**src/rtl/tcu_regs.svh**
```systemverilog
`ifndef TCU_REGS_SVH
`define TCU_REGS_SVH

// ****************************************************************
// Clock select codes
// ****************************************************************
`define TCU_CS_STOP      3'h0
`define TCU_CS_DIV1      3'h1
`define TCU_CS_DIV8      3'h2
`define TCU_CS_DIV64     3'h3
`define TCU_CS_DIV256    3'h4
`define TCU_CS_DIV1024   3'h5

// ****************************************************************
// Prescaler terminal counts (divisor minus one)
// ****************************************************************
`define TCU_PRE_W        10
`define TCU_PRE_TC1      10'h000
`define TCU_PRE_TC8      10'h007
`define TCU_PRE_TC64     10'h03F
`define TCU_PRE_TC256    10'h0FF
`define TCU_PRE_TC1024   10'h3FF

// ****************************************************************
// PWM top values, also the resolution masks
// ****************************************************************
`define TCU_TOP_PWM8     16'h00FF
`define TCU_TOP_PWM9     16'h01FF
`define TCU_TOP_PWM10    16'h03FF
`define TCU_TOP_FULL     16'hFFFF

// ****************************************************************
// Compare output mode codes
// ****************************************************************
`define TCU_COM_OFF      2'h0
`define TCU_COM_TOGGLE   2'h1
`define TCU_COM_CLEAR    2'h2
`define TCU_COM_SET      2'h3

// ****************************************************************
// Reset values
// ****************************************************************
`define TCU_RST_COUNT    16'h0000
`define TCU_RST_CMP      16'h0000
`define TCU_RST_PIN      1'h0

`endif

```
**src/rtl/tcu_pkg.sv**
```systemverilog
// ****************************************************************
// Types shared by the compare unit
// ****************************************************************
package tcu_pkg;

    // Waveform generation modes
    typedef enum logic [2:0] {
        TCU_WAVE_NORMAL = 3'h0,
        TCU_WAVE_CTC    = 3'h1,
        TCU_WAVE_PWM8   = 3'h2,
        TCU_WAVE_PWM9   = 3'h3,
        TCU_WAVE_PWM10  = 3'h4
    } tcu_wave_t;

    // Counting direction, one-hot
    typedef enum logic [1:0] {
        TCU_DIR_UP   = 2'h1,
        TCU_DIR_DOWN = 2'h2
    } tcu_dir_t;

endpackage : tcu_pkg

```
**src/rtl/tcu_compare_unit.sv**
```systemverilog
// How it works
// - CTC holds match value, clears after prescaled period
// - Flag and pin update after last matching count
// - PWM writes buffered, copied at counter top
// - Reads return active compare, never the buffer
// - Pin disconnected for codes 00/01 PWM, 00 otherwise
// - Disconnected pin keeps level, resumes from it
// - Transfer at top zeroes bits above resolution
`timescale 1ns/1ps
`include "tcu_regs.svh"

module tcu_compare_unit #(
    parameter int CNT_W = 16                  // Counter and compare width
) (
    input  wire logic             clk,
    input  wire logic             rst,
    input  wire logic [2:0]       clockSelect,      // Prescaler select code
    input  wire logic [2:0]       waveMode,         // Waveform mode code
    input  wire logic [1:0]       compareOutputMode,
    input  wire logic             cmpWrEn,          // Write strobe for compare value
    input  wire logic [CNT_W-1:0] cmpWrData,
    input  wire logic             flagClr,          // Clear strobe for compare flag
    output logic [CNT_W-1:0]      counterValue,
    output logic [CNT_W-1:0]      compareValueReg,  // Active compare value read-back
    output logic                  compareFlag,
    output logic                  compareOutputPin,
    output logic                  compareOutputOe_n // Low while the unit drives the pin
);

    // ****************************************************************
    // Mode decode
    // ****************************************************************
    tcu_pkg::tcu_wave_t wave;                      // Typed view of mode input
    logic               isPwm;                     // Any PWM resolution
    logic [CNT_W-1:0]   topVal;                    // Top value and resolution mask

    // Decode mode and resolution
    always_comb begin
        wave  = tcu_pkg::tcu_wave_t'(waveMode);
        isPwm = 1'b1;
        case (wave)
            tcu_pkg::TCU_WAVE_PWM8:  topVal = CNT_W'(`TCU_TOP_PWM8);
            tcu_pkg::TCU_WAVE_PWM9:  topVal = CNT_W'(`TCU_TOP_PWM9);
            tcu_pkg::TCU_WAVE_PWM10: topVal = CNT_W'(`TCU_TOP_PWM10);
            default: begin
                // Unused codes behave as normal mode
                topVal = CNT_W'(`TCU_TOP_FULL);
                isPwm  = 1'b0;
            end
        endcase
    end

    // ****************************************************************
    // Prescaler
    // ****************************************************************
    logic [`TCU_PRE_W-1:0] preCnt_r, preCnt_nxt;   // Divider count
    logic [`TCU_PRE_W-1:0] preTc;                  // Terminal count for select
    logic                  tick;                   // One count enable

    // Terminal count and next divider value
    always_comb begin
        preTc = `TCU_PRE_TC1;
        case (clockSelect)
            `TCU_CS_DIV1:    preTc = `TCU_PRE_TC1;
            `TCU_CS_DIV8:    preTc = `TCU_PRE_TC8;
            `TCU_CS_DIV64:   preTc = `TCU_PRE_TC64;
            `TCU_CS_DIV256:  preTc = `TCU_PRE_TC256;
            `TCU_CS_DIV1024: preTc = `TCU_PRE_TC1024;
            default:         preTc = `TCU_PRE_TC1;
        endcase
        // Stopped clock never ticks
        tick       = (clockSelect != `TCU_CS_STOP) && (preCnt_r >= preTc);
        preCnt_nxt = tick ? '0 : preCnt_r + 1'b1;
        if (clockSelect == `TCU_CS_STOP) begin
            preCnt_nxt = '0;
        end
    end

    // Divider register
    always_ff @(posedge clk) begin
        if (rst) begin
            preCnt_r <= '0;
        end else begin
            preCnt_r <= preCnt_nxt;
        end
    end

    // ****************************************************************
    // Counter and direction
    // ****************************************************************
    logic [CNT_W-1:0]   cnt_r, cnt_nxt;
    tcu_pkg::tcu_dir_t  dir_r, dir_nxt;
    logic [CNT_W-1:0]   ocr_r, ocr_nxt;            // Active compare value
    logic               match;                     // Counter equals compare
    logic               atTop;                     // Counter at PWM top

    assign match = (cnt_r == ocr_r);
    assign atTop = (cnt_r == topVal);

    // Next count; compare evaluated only on the tick so a match value is
    // held for a full prescaled period before anything reacts
    always_comb begin
        cnt_nxt = cnt_r;
        dir_nxt = dir_r;
        if (tick) begin
            if (isPwm) begin
                case (dir_r)
                    tcu_pkg::TCU_DIR_UP: begin
                        if (cnt_r >= topVal) begin
                            cnt_nxt = topVal - 1'b1;
                            dir_nxt = tcu_pkg::TCU_DIR_DOWN;
                        end else begin
                            cnt_nxt = cnt_r + 1'b1;
                        end
                    end
                    tcu_pkg::TCU_DIR_DOWN: begin
                        if (cnt_r == '0) begin
                            cnt_nxt = CNT_W'(1);
                            dir_nxt = tcu_pkg::TCU_DIR_UP;
                        end else begin
                            cnt_nxt = cnt_r - 1'b1;
                        end
                    end
                    default: begin
                        dir_nxt = tcu_pkg::TCU_DIR_UP;
                    end
                endcase
                // Counter never exceeds the selected resolution
                cnt_nxt = cnt_nxt & topVal;
            end else if (wave == tcu_pkg::TCU_WAVE_CTC && match) begin
                cnt_nxt = '0;
            end else begin
                cnt_nxt = cnt_r + 1'b1;
            end
        end
        if (!isPwm) begin
            dir_nxt = tcu_pkg::TCU_DIR_UP;
        end
    end

    // Counter registers
    always_ff @(posedge clk) begin
        if (rst) begin
            cnt_r <= CNT_W'(`TCU_RST_COUNT);
            dir_r <= tcu_pkg::TCU_DIR_UP;
        end else begin
            cnt_r <= cnt_nxt;
            dir_r <= dir_nxt;
        end
    end

    // ****************************************************************
    // Compare value and holding buffer
    // ****************************************************************
    logic [CNT_W-1:0] buf_r, buf_nxt;              // Pending PWM write
    logic             bufPend_r, bufPend_nxt;      // Buffer awaits transfer

    // Buffer writes in PWM, direct writes otherwise
    always_comb begin
        buf_nxt     = buf_r;
        bufPend_nxt = bufPend_r;
        ocr_nxt     = ocr_r;
        if (isPwm) begin
            if (tick && atTop && dir_r == tcu_pkg::TCU_DIR_UP && bufPend_r) begin
                ocr_nxt     = buf_r & topVal;
                bufPend_nxt = 1'b0;
            end
            if (cmpWrEn) begin
                buf_nxt     = cmpWrData;
                bufPend_nxt = 1'b1;
            end
        end else if (cmpWrEn) begin
            ocr_nxt     = cmpWrData;
            buf_nxt     = cmpWrData;
            bufPend_nxt = 1'b0;
        end
    end

    // Compare registers; a write left pending on leaving PWM is simply
    // kept in the buffer until a direct write or a later PWM top, which is why read-back is ocr_r
    always_ff @(posedge clk) begin
        if (rst) begin
            ocr_r     <= CNT_W'(`TCU_RST_CMP);
            buf_r     <= CNT_W'(`TCU_RST_CMP);
            bufPend_r <= 1'b0;
        end else begin
            ocr_r     <= ocr_nxt;
            buf_r     <= buf_nxt;
            bufPend_r <= bufPend_nxt;
        end
    end

    // ****************************************************************
    // Flag and output pin
    // ****************************************************************
    logic flag_r, flag_nxt;
    logic pin_r, pin_nxt;                          // Pin level, kept while off
    logic oen_r, oen_nxt;
    logic connected;                               // Unit owns the pin
    logic hit;                                     // Match seen on a tick

    assign connected = isPwm ? compareOutputMode[1]
                             : (compareOutputMode != `TCU_COM_OFF);
    assign hit       = tick && match;

    // Flag and pin next values
    always_comb begin
        flag_nxt = flag_r;
        pin_nxt  = pin_r;
        oen_nxt  = !connected;
        if (flagClr) begin
            flag_nxt = 1'b0;
        end
        if (hit) begin
            flag_nxt = 1'b1;
        end
        if (hit && connected) begin
            if (isPwm) begin
                // Clear counting up in non-inverted mode, inverse otherwise
                pin_nxt = (dir_r == tcu_pkg::TCU_DIR_DOWN) ^ compareOutputMode[0];
            end else begin
                case (compareOutputMode)
                    `TCU_COM_TOGGLE: pin_nxt = !pin_r;
                    `TCU_COM_CLEAR:  pin_nxt = 1'b0;
                    `TCU_COM_SET:    pin_nxt = 1'b1;
                    default:         pin_nxt = pin_r;
                endcase
            end
        end
    end

    // Flag and pin registers
    always_ff @(posedge clk) begin
        if (rst) begin
            flag_r <= 1'b0;
            pin_r  <= `TCU_RST_PIN;
            oen_r  <= 1'b1;
        end else begin
            flag_r <= flag_nxt;
            pin_r  <= pin_nxt;
            oen_r  <= oen_nxt;
        end
    end

    assign counterValue      = cnt_r;
    assign compareValueReg   = ocr_r;
    assign compareFlag       = flag_r;
    assign compareOutputPin  = pin_r;
    assign compareOutputOe_n = oen_r;
endmodule : tcu_compare_unit

```
**config.mk**
```make
export PLATFORM = sky130hd
export DESIGN_NAME = tcu_compare_unit
export DESIGN_NICKNAME = d
export VERILOG_FILES = /design/src/rtl/tcu_pkg.sv /design/src/rtl/tcu_compare_unit.sv
export VERILOG_INCLUDE_DIRS = /design/src /design/src/rtl
export SDC_FILE = /design/constraint.sdc
export NUM_CORES = 1
export LEC_CHECK = 0
export ABC_AREA = 1
export CAP_MARGIN = 20
export CORE_AREA = 3 3 97 99
export CTS_CLUSTER_SIZE = 8
export DETAILED_ROUTE_END_ITERATION = 7
export DIE_AREA = 0 0 100 102
export DONT_BUFFER_PORTS = 1
export GPL_TIMING_DRIVEN = 0
export HOLD_SLACK_MARGIN = 0.1
export PLACE_DENSITY_LB_ADDON = 0.25
export SYNTH_ARGS = -nofsm -noshare
export SYNTH_HDL_FRONTEND = slang
export SYNTH_SLANG_ARGS = --single-unit
```
**constraint.sdc**
```tcl
create_clock -name clk -period 3.16 [get_ports clk]
set_input_delay 0.158 -clock clk [delete_from_list [all_inputs] [get_ports clk]]
set_output_delay 0.158 -clock clk [all_outputs]
set_load 0.01 [all_outputs]
```
# After elaboration in Yosys (flattened, before gate mapping)
# Index checks and enable logic that the tools add are counted.
[op_classes] n_addsub=4 order_cmp=2 n_eq_ne=18 muxes=25 bitwise_logic=4 n_reduce_logical=24
[ops] op="16-bit two-way mux" count=9
[ops] op="16-bit one-hot mux with 3 select lines" count=1
[ops] op="10-bit one-hot mux with 4 select lines" count=1
[ops] op="16-bit AND" count=2
[ops] op="16-bit == test" count=2
[ops] op="16-bit one-hot mux with 2 select lines" count=1
[ops] op="16-bit by 1-bit subtractor with 16-bit output (second input constant)" count=2
[ops] op="16-bit by 1-bit adder with 16-bit output (second input constant)" count=1
[ops] op="16-bit >= comparator" count=1
[ops] op="16-bit zero test" count=1
[ops] op="3-bit by 2-bit == test with 1-bit output (second input constant)" count=4
[ops] op="10-bit by 1-bit adder with 10-bit output (second input constant)" count=1
[ops] op="10-bit >= comparator" count=1
[ops] op="3-bit == test (second input constant)" count=3
[ops] op="1-bit two-way mux" count=9
[ops] op="2-bit nonzero test" count=4
[ops] op="1-bit logical AND" count=7
[ops] op="2-bit == test (second input constant)" count=3
[ops] op="2-bit AND reduction" count=3
[ops] op="3-bit OR reduction" count=2
[ops] op="2-bit by 1-bit == test with 1-bit output (second input constant)" count=2
[ops] op="2-bit two-way mux" count=2
[ops] op="2-bit != test (second input constant)" count=2
[ops] op="2-bit one-hot mux with 2 select lines" count=1
[ops] op="11 further kinds" count=12
[totals] ff_bits=64 in_bits=28 out_inout_bits=35 elab_cells=86

# Longest topological paths before layout
# Gate-level depths: netlist of run 1.
[logic_depth] word_depth=10 depth_mapped=18 ltp_nobuf=17

# Least setup slack after synthesis of run 1
# Ideal clock, no wire load.
[synth_timing] path_kind="input to register" from="input waveMode[1]" to="register ocr_r[1] (netlist: compareValueReg[1])" t_arrival_ns=1.798 required_time_ns=3.044 slack_ns=1.246 stages=18 path_buffers=2 path_cell_list="inv_1 -> nor2_4 -> inv_2 -> nand2_4 -> clkbuf_8 -> ha_1 -> nand2_1 -> nor2_1 -> nand2_1 -> inv_1 -> nand2_2 -> nor2_2 -> nand2_2 -> nand2_4 -> inv_4 -> buf_12 -> nor2_1 -> nor2_1"
[synth_via] elab_chain_cells=8 word_cells_on_any_way=14
[synth_lines] item="start: declaration" line_no="tcu_compare_unit.sv:18" text="input wire logic [2:0] waveMode,"
[synth_lines] item="3-bit == test or 3-bit by 2-bit == test with 1-bit output (tied branches)" line_no="tcu_compare_unit.sv:41" text="case (wave)"
[synth_lines] item="16-bit one-hot mux with 3 select lines" line_no="tcu_compare_unit.sv:41"
[synth_lines] item="16-bit == test" line_no="tcu_compare_unit.sv:98" text="assign atTop = (cnt_r == topVal);"
[synth_lines] item="1-bit logical AND (3 in a row)" line_no="tcu_compare_unit.sv:164" text="if (tick && atTop && dir_r == tcu_pkg::TCU_DIR_UP && bufPend_r) begin"
[synth_lines] item="2-bit by 1-bit != test with 1-bit output (no source line)"
[synth_lines] item="2-bit AND reduction (no source line)"
[synth_lines] item="end signal: assignment" line_no="tcu_compare_unit.sv:183" text="ocr_r <= CNT_W'(`TCU_RST_CMP);"
[synth_lines] item="end signal: assignment" line_no="tcu_compare_unit.sv:187" text="ocr_r <= ocr_nxt;"
[synth_lines] item="end: declaration" line_no="tcu_compare_unit.sv:93" text="logic [CNT_W-1:0] ocr_r, ocr_nxt;"
# Several ways; a longest one is shown, not always the timed one.
# A chain may end at the register's enable or synchronous reset.

# Final worst setup path of run 1
[layout_timing] from="register cnt_r[11] (netlist: counterValue[11])" to="register cnt_r[5] (netlist: counterValue[5])"
[layout_via] elab_chain_cells=7 word_cells_on_any_way=12
[layout_lines] item="start: declaration" line_no="tcu_compare_unit.sv:91" text="logic [CNT_W-1:0] cnt_r, cnt_nxt;"
[layout_lines] item="start signal: assignment" line_no="tcu_compare_unit.sv:144" text="cnt_r <= CNT_W'(`TCU_RST_COUNT);"
[layout_lines] item="start signal: assignment" line_no="tcu_compare_unit.sv:147" text="cnt_r <= cnt_nxt;"
[layout_lines] item="16-bit >= comparator or 16-bit zero test (tied branches)" line_no="tcu_compare_unit.sv:109, tcu_compare_unit.sv:117"
[layout_lines] item="16-bit two-way mux, on equally long branches" line_no="tcu_compare_unit.sv:109, tcu_compare_unit.sv:117"
[layout_lines] item="16-bit one-hot mux with 2 select lines" line_no="tcu_compare_unit.sv:107" text="case (dir_r)"
[layout_lines] item="16-bit two-way mux" line_no="tcu_compare_unit.sv:106" text="if (isPwm) begin"
[layout_lines] item="16-bit two-way mux" line_no="tcu_compare_unit.sv:105" text="if (tick) begin"
[layout_lines] item="16-bit AND" line_no="tcu_compare_unit.sv:129" text="cnt_nxt = cnt_nxt & topVal;"
[layout_lines] item="16-bit two-way mux (*)" line_no="tcu_compare_unit.sv:106"
# Mark *: on every way between the ends. The rest lies on a longest branch, timed or not. The select of a mux whose other input is x is not followed.

==> results of run 1 <==
[layer usage]
metal	share of wire	wire length, µm	vias to the layer above	track usage
met2	0.49	5590	141	0.406
met5	0	0	-	0
met4	0.024	272	0	0.0891
li1	-	-	2116	-
met3	0.064	725	24	0.0594
met1	0.42	4800	1927	0.270
[per-stage QoR]
stage,worst slack [ns],util,hold WS (ns),total power [µW]
after detailed placement,0.859,0.508,0.318,1170
after floorplan,1.25,-,0.306,1100
after global routing,0.865,0.553,0.154,2080
after CTS,1.08,0.553,0.130,1990
final,1.03,0.553,0.154,1980
after global placement,0.991,0.508,0.320,1160
[synthesized netlist by cell type (3+ instances only)]
| cell | count |
|---|---|
| buf_6 | 8 |
| inv_2 | 10 |
| clkbuf_1 | 8 |
| nor3_2 | 4 |
| ha_1 | 26 |
| nand2_2 | 9 |
| nand2_1 | 137 |
| xor2_1 | 23 |
| nor2_1 | 90 |
| a21oi_1 | 38 |
| dfxtp_1 | 58 |
| inv_1 | 64 |
| nor3_1 | 7 |
| nand3_2 | 5 |
| nand2_4 | 5 |
| o21ai_0 | 50 |
| nand4_1 | 6 |
| buf_4 | 3 |
| buf_2 | 3 |
| nor2_2 | 14 |
| nand3_1 | 49 |
[sequential cells by signal, summed over array words and instances (netlist names)]
register / count
counterValue: 16
preCnt_r: 10
compareOutputPin: 1
dir_r: 2
buf_r: 10
compareOutputOe_n: 1
bufPend_r: 1
compareFlag: 1
compareValueReg: 16
[power breakdown]
part	leakage [µW]	total [µW]	switching, µW	internal, µW
registers	0.000474	811	44.7	767
logic	0.00171	364	224	141
clock network	0.000115	804	304	500
total	0.00230	1980	572	1410
[worst paths after layout]
path / startpoint / end
worst max-delay path: counterValue[11] / counterValue[5]
worst min register to register: preCnt_r[0] / preCnt_r[0]
worst max register to register: counterValue[11] / counterValue[5]
worst min-delay path: rst / counterValue[13]
[final cells by class]
class	count	area [µm²]	share of cell area
Tap cell	108	135	0.0283
Clock inverter	2	60.1	0.0126
Inverter	76	290	0.0607
Multi-Input combinational cell	482	2590	0.542
Timing Repair Buffer	17	170	0.0356
Clock buffer	12	165	0.0346
Sequential cell	58	1160	0.243
Buffer	26	205	0.0429
[worst max-delay path, delay by kind of cell (launching register included)]
family / cells / cell delay [ns]
adders and majority gates: 1 / 0.32
AOI/OAI and AO/OA: 2 / 0.33
buffers and inverters: 1 / 0.04
and+or+nand+nor: 7 / 0.77
DFF: 1 / 0.57
[cell families after synthesis]
| group | after synthesis | synth area share |
|---|---|---|
| AND/OR/NAND/NOR | 334 | 0.360 |
| buffers and inverters | 102 | 0.117 |
| AO/OA/AOI/OAI | 98 | 0.124 |
| flip-flops | 58 | 0.273 |
| adder cells (fa/ha/maj) | 26 | 0.0766 |
| XOR/XNOR | 24 | 0.0495 |
==> flow_metrics.py, run 1 <==
metrics = {
    "global_routing": {
        "grt_pass1_vias": 4011,
        "track_usage": 0.231,
        "antenna_found_initial": 0,
        "grt_pass1_wl_mm": 18.7,
        "grt_max_degree": 16,
        "grt-ovfl-total": 0,
    },
    "cells_and_area": {
        "fin_cells": 781,
        "mostFrequentLayoutCells": "nand2_1, nor2_1, inv_1, dfxtp_1, o21ai_0",
        "final_common_cell": "nand2_1",
        "fill_cells": 852,
        "drive_gt1_frac": 0.129,
        "fin_nets": 724,
        "area_growth_pct": 12.5,
        "diodes": 0,
        "finalInstanceArea_um2": 4780,
    },
    "synthesis": {
        "yosys.area.top_type_share": 0.273,
        "synth.avg_cell_area_um2": 6.62,
        "synth_cell_types": 41,
        "yosysTopAreaCell": "dfxtp_1",
        "async_reset_ff_frac": 0,
        "ys_seq_area_frac": 0.273,
        "synth-edff-count": 0,
        "ys.flop_type": "dfxtp_1",
        "syn_nets": 696,
        "syn_area_um2": 4250,
        "ys_seq_elements": 58,
        "yosys_warnings": 0,
        "synth_area_leaders": "dfxtp_1, nand2_1, nor2_1",
        "synthCells": 642,
    },
    "die": {
        "io_pins": 63,
        "die_area_um2": 10200,
        "die_width_um": 100,
        "start_util": 0.492,
        "die_h_um": 102,
        "num_rows": 34,
        "core_area_um2": 8640,
    },
    "sta": {
        "setup_violations": 0,
        "slew_violations": 0,
        "clock.fmax_mhz": 469,
        "period_minus_slack_ns": 2.13,
        "finalCritPeriodShare": 0.675,
        "slew_headroom": 0.655,
        "skew_ns": 0.0129,
        "rsz0062_at_grt": "false",
        "tns_ns": 0,
        "hold_viol_final": 0,
        "worstMarginPinSlew_ns": 0.517,
    },
    "cts": {
        "htreeDepth": 3,
        "cts_hold_buf": 17,
        "post_cts_buffers": 0,
        "tritoncts": "built",
        "max-clock-path-buffers": 2,
        "cts_root_buf": "clkbuf_8",
        "clock-sinks": 58,
        "ctsResizeCount": 0,
        "insertion_delay_ns": 0.34,
        "clk_pin_slew_ns": 0.07,
        "cts_buffers": 9,
    },
    "outcome": {
        "outcome": "completed",
    },
    "worst_setup_path": {
        "rr_worst_depth": 11,
        "cp-start-kind": "flip-flop",
        "cp_slowest_cell": "dfxtp_1",
        "critPathKind": "reg -> reg",
        "crit_arrival_ns": 2.38,
        "cp.required_ns": 3.40,
        "critPathMostFrequentCell": "nand2_1",
        "cp_cell_sequence": "ha_1 -> nand2_1 -> inv_1 -> nand2_1 -> nand2_1 -> nand2_1 -> nand3_2 -> o21ai_0 -> a21oi_1 -> nor2_1 -> nor2_1",
        "worstSetupEndpointType": "flip-flop",
        "rrSetupSlack_ns": 1.03,
        "critPathMaxFanout": 8,
        "slowest_delay_ns": 0.57,
    },
    "route": {
        "routedWlPerCell_um": 14.6,
        "wl_mm": 11.4,
        "vias": 4208,
        "drt_iter0_drc": 225,
        "first_pass_iters": 4,
        "via_per_inst": 5.39,
        "drc": 0,
        "ant_nets": 0,
    },
    "placement": {
        "post_dp_cell_area_um2": 4380,
        "portBuffers": 0,
        "placed_cells": 750,
        "dp_hpwl_mm": 8.50,
        "gp_congestion": 0.956,
    },
    "worst_hold_path": {
        "hold_depth": 3,
        "hold_path.class": "in -> reg",
    },
    "run": {
        "maxCapViolCount": 0,
    },
    "pwr": {
        "vdd_ir_drop_max_uv": 230,
        "p_per_area_nw_per_um2": 414,
        "p_leak_uw": 0.00230,
    },
}
Power figures use the tool's default switching activity.
==> run 2, diff against run 1 <==
--- a/config.mk
+++ b/config.mk
@@ -6,12 +6,12 @@
 export SDC_FILE = /design/constraint.sdc
 export NUM_CORES = 1
 export LEC_CHECK = 0
-export ABC_AREA = 1
+export ABC_AREA = 0
 export CAP_MARGIN = 20
-export CORE_AREA = 3 3 97 99
+export CORE_AREA = 3 3 95 97
 export CTS_CLUSTER_SIZE = 8
 export DETAILED_ROUTE_END_ITERATION = 7
-export DIE_AREA = 0 0 100 102
+export DIE_AREA = 0 0 98 100
 export DONT_BUFFER_PORTS = 1
 export GPL_TIMING_DRIVEN = 0
 export HOLD_SLACK_MARGIN = 0.1
==> constraint.sdc (replaced) <==
create_clock -name clk -period 2.2 [get_ports clk]
set_input_delay 0.11 -clock clk [delete_from_list [all_inputs] [get_ports clk]]
set_output_delay 0.11 -clock clk [all_outputs]
set_load 0.01 [all_outputs]
==> run 2 against run 1 <==
- the run now ends with negative setup slack left
- first-iteration DRC count grew 73%
- power grew 45%
- largest power group is now clock
- maximum frequency shrank 9.4%
- critical path type unchanged
- non-clock buffer count grew 43
- die area shrank 3.9%
- critical path depth shrank 2
==> flow_metrics.py, run 2 <==
metrics = {
    "worst_setup_path": {
        "critPathMaxFanout": 8,
        "critPathKind": "reg -> reg",
        "path_buf_inv": 2,
        "critPathMostFrequentCell": "buf_4",
        "slowest_delay_ns": 0.44,
        "cp.required_ns": 2.42,
        "rr_endpoint": "counterValue[7]",
        "crit_arrival_ns": 2.58,
        "cp_slowest_cell": "dfxtp_4",
        "cp_cell_sequence": "ha_4 -> buf_4 -> o21ai_0 -> o21bai_1 -> a211oi_4 -> buf_4 -> a21oi_1 -> o211ai_1 -> o221ai_2",
        "worstSetupEndpointType": "flip-flop",
        "rr_startpoint": "counterValue[14]",
        "critPathTopFamily": "compound AO/OA/AOI/OAI gates",
        "cp-start-kind": "flip-flop",
        "path_depth": 9,
        "rr_worst_depth": 9,
        "rrSetupSlack_ns": -0.15,
    },
    "synthesis": {
        "synthMostInstantiatedCell": "dfxtp_1",
        "synth_compound_area_frac": 0.238,
        "syn_nets": 566,
        "yosys_warnings": 0,
        "async_reset_ff_frac": 0,
        "synth_fa_ha_area_frac": 0.0795,
        "yosys.area.top_type_share": 0.284,
        "synthCells": 512,
        "synthMuxAreaShare": 0.0465,
        "synth_top_family_by_area": "simple AND/OR/NAND/NOR gates",
        "syn_area_um2": 4090,
        "synth-simple-area-share": 0.239,
        "synth_area_leaders": "dfxtp_1, ha_1, nand3_1",
        "ys_seq_elements": 58,
        "synth-edff-count": 0,
        "ys_seq_area_frac": 0.284,
        "ys.flop_type": "dfxtp_1",
        "synth_common_cells": "dfxtp_1, nand3_1, nor2_1",
        "synth.avg_cell_area_um2": 7.99,
        "yosysTopAreaCell": "dfxtp_1",
        "synth_cell_types": 66,
        "synth_xor_area_frac": 0.0535,
    },
    "cts": {
        "clock-sinks": 58,
        "clk_pin_slew_ns": 0.07,
        "cts_buffers": 9,
        "max-clock-path-buffers": 2,
        "tritoncts": "built",
        "insertion_delay_ns": 0.36,
        "htreeDepth": 3,
        "cts_root_buf": "clkbuf_8",
    },
    "sta": {
        "slew_violations": 0,
        "slew_headroom": 0.492,
        "period_minus_slack_ns": 2.35,
        "whs_ns": 0.101,
        "hold_viol_final": 0,
        "skew_ns": 0.00574,
        "setup_violations": 10,
        "finalCritPeriodShare": 1.07,
        "rsz0062_at_grt": "true",
        "worstMarginPinSlew_ns": 0.757,
        "worst_slack_ns": -0.154,
        "tns_ns": -0.762,
        "clock.fmax_mhz": 425,
    },
    "cells_and_area": {
        "final_common_cell": "dfxtp_1",
        "drive_gt1_frac": 0.236,
        "final_util": 0.656,
        "fin_cells": 682,
        "area_growth_pct": 31.6,
        "diodes": 0,
        "mostFrequentLayoutCells": "dfxtp_1, nor2_1, nand3_1, nand2_1, a21oi_1",
        "fin_nets": 626,
    },
    "worst_hold_path": {
        "min_from": "compareOutputMode[1]",
        "hold_path.class": "in -> reg",
        "hold_end": "compareOutputPin",
        "hold_depth": 4,
    },
    "placement": {
        "placed_cells": 617,
        "dp_hpwl_mm": 9.23,
        "gp_congestion": 1.00,
        "portBuffers": 0,
        "pre_cts_slack_ns": -0.559,
    },
    "die": {
        "die_area_um2": 9800,
        "io_pins": 63,
        "num_rows": 33,
        "core_area_um2": 8220,
        "die_width_um": 98,
        "start_util": 0.498,
        "die_h_um": 100,
    },
    "route": {
        "drt_iter0_drc": 389,
        "drc": 0,
        "ant_nets": 0,
        "first_pass_iters": 6,
        "via_per_inst": 6.57,
        "vias": 4484,
        "wl_mm": 14.3,
        "routedWlPerCell_um": 21.0,
    },
    "global_routing": {
        "grt_pass1_wl_mm": 22.0,
        "antenna_found_initial": 0,
        "grt-ovfl-total": 0,
        "grt_pass1_vias": 4309,
        "grt_max_degree": 15,
        "track_usage": 0.276,
    },
    "pwr": {
        "p_leak_uw": 0.00207,
        "vdd_ir_drop_max_uv": 439,
        "p_per_area_nw_per_um2": 532,
    },
    "outcome": {
        "violations": "negative setup slack",
        "outcome": "complete, but fails checks",
    },
    "run": {
        "maxCapViolCount": 0,
    },
}
-- run 2: changes by cell type after synthesis, sizes merged, moves of 14 or more --
cell and change:
nand2 -114, nor2 -66, inv -55, o21ai -32, mux2i +19, xnor2 +19
xor2 -18, nand3 -14
-- run 2: layout make-up --
cell class | instances | area (µm²)
multi-input combinational | 396 | 3060
inverter | 21 | 83.8
tap | 105 | 131
fill | 670 | 2830
sequential | 58 | 1200
clock buffer | 12 | 155
buffer | 37 | 219
timing repair buffer | 49 | 455
clock inverter | 4 | 73.8
-- run 2: report_power, final --
part	switching [µW]	internal [µW]	total (µW)	leakage (µW)
Sequential	62.9	1090	1150	0.000485
Combinational	286	240	525	0.00147
Clock	489	701	1190	0.000117
Total	837	2030	2860	0.00207
-- run 2: what timing repair did --
action                                  CTS  global route
setup buffers                            12            13
gates resized for setup                  57            68
hold buffers                             23             0
cloned                                    0             1
hold endpoints to repair                 33             0
pin swaps                                12            20
endpoints found under the setup margin   35            45
-- run 2: worst min-delay path: stages --
cell and delay (ns):
inv_1 0.05, a311oi_1 0.09, mux2i_1 0.12, nor2_1 0.05
-- run 2: layer usage --
layer,GRT usage,wire length (µm),share of wire,vias to the layer above
li1,-,-,-,2037
met1,0.340,5590,0.39,2108
met2,0.458,6730,0.47,282
met3,0.0723,1430,0.10,57
met4,0.118,585,0.041,0
met5,0,0,0,-
-- run 2: how the worst max path moves through the flow --
stage / from / end / slack (ns)
final: counterValue[14] / counterValue[7] / -0.15
after global routing: counterValue[14] / counterValue[7] / -0.24
after CTS: counterValue[1] / counterValue[8] / -0.02
after detailed placement: waveMode[1] / counterValue[8] / -0.56
after global placement: waveMode[1] / compareValueReg[8] / -0.49
after floorplan: waveMode[2] / counterValue[8] / 0.008
-- run 2: logic make-up after synthesis --
group,Yosys count
multiplexers,19
buffers and inverters,58
XOR/XNOR,25
adder cells (fa/ha/maj),26
AND/OR/NAND/NOR,188
AO/OA/AOI/OAI,138
flip-flops,58
-- run 2: metrics by stage --
step / instance area [µm²] / power (µW)
after floorplan: 4100 / 1440
after global placement: 4230 / 1530
after detailed placement: 4230 / 1540
after CTS: 5010 / 2790
after global routing: 5390 / 2960
final: 5390 / 2860
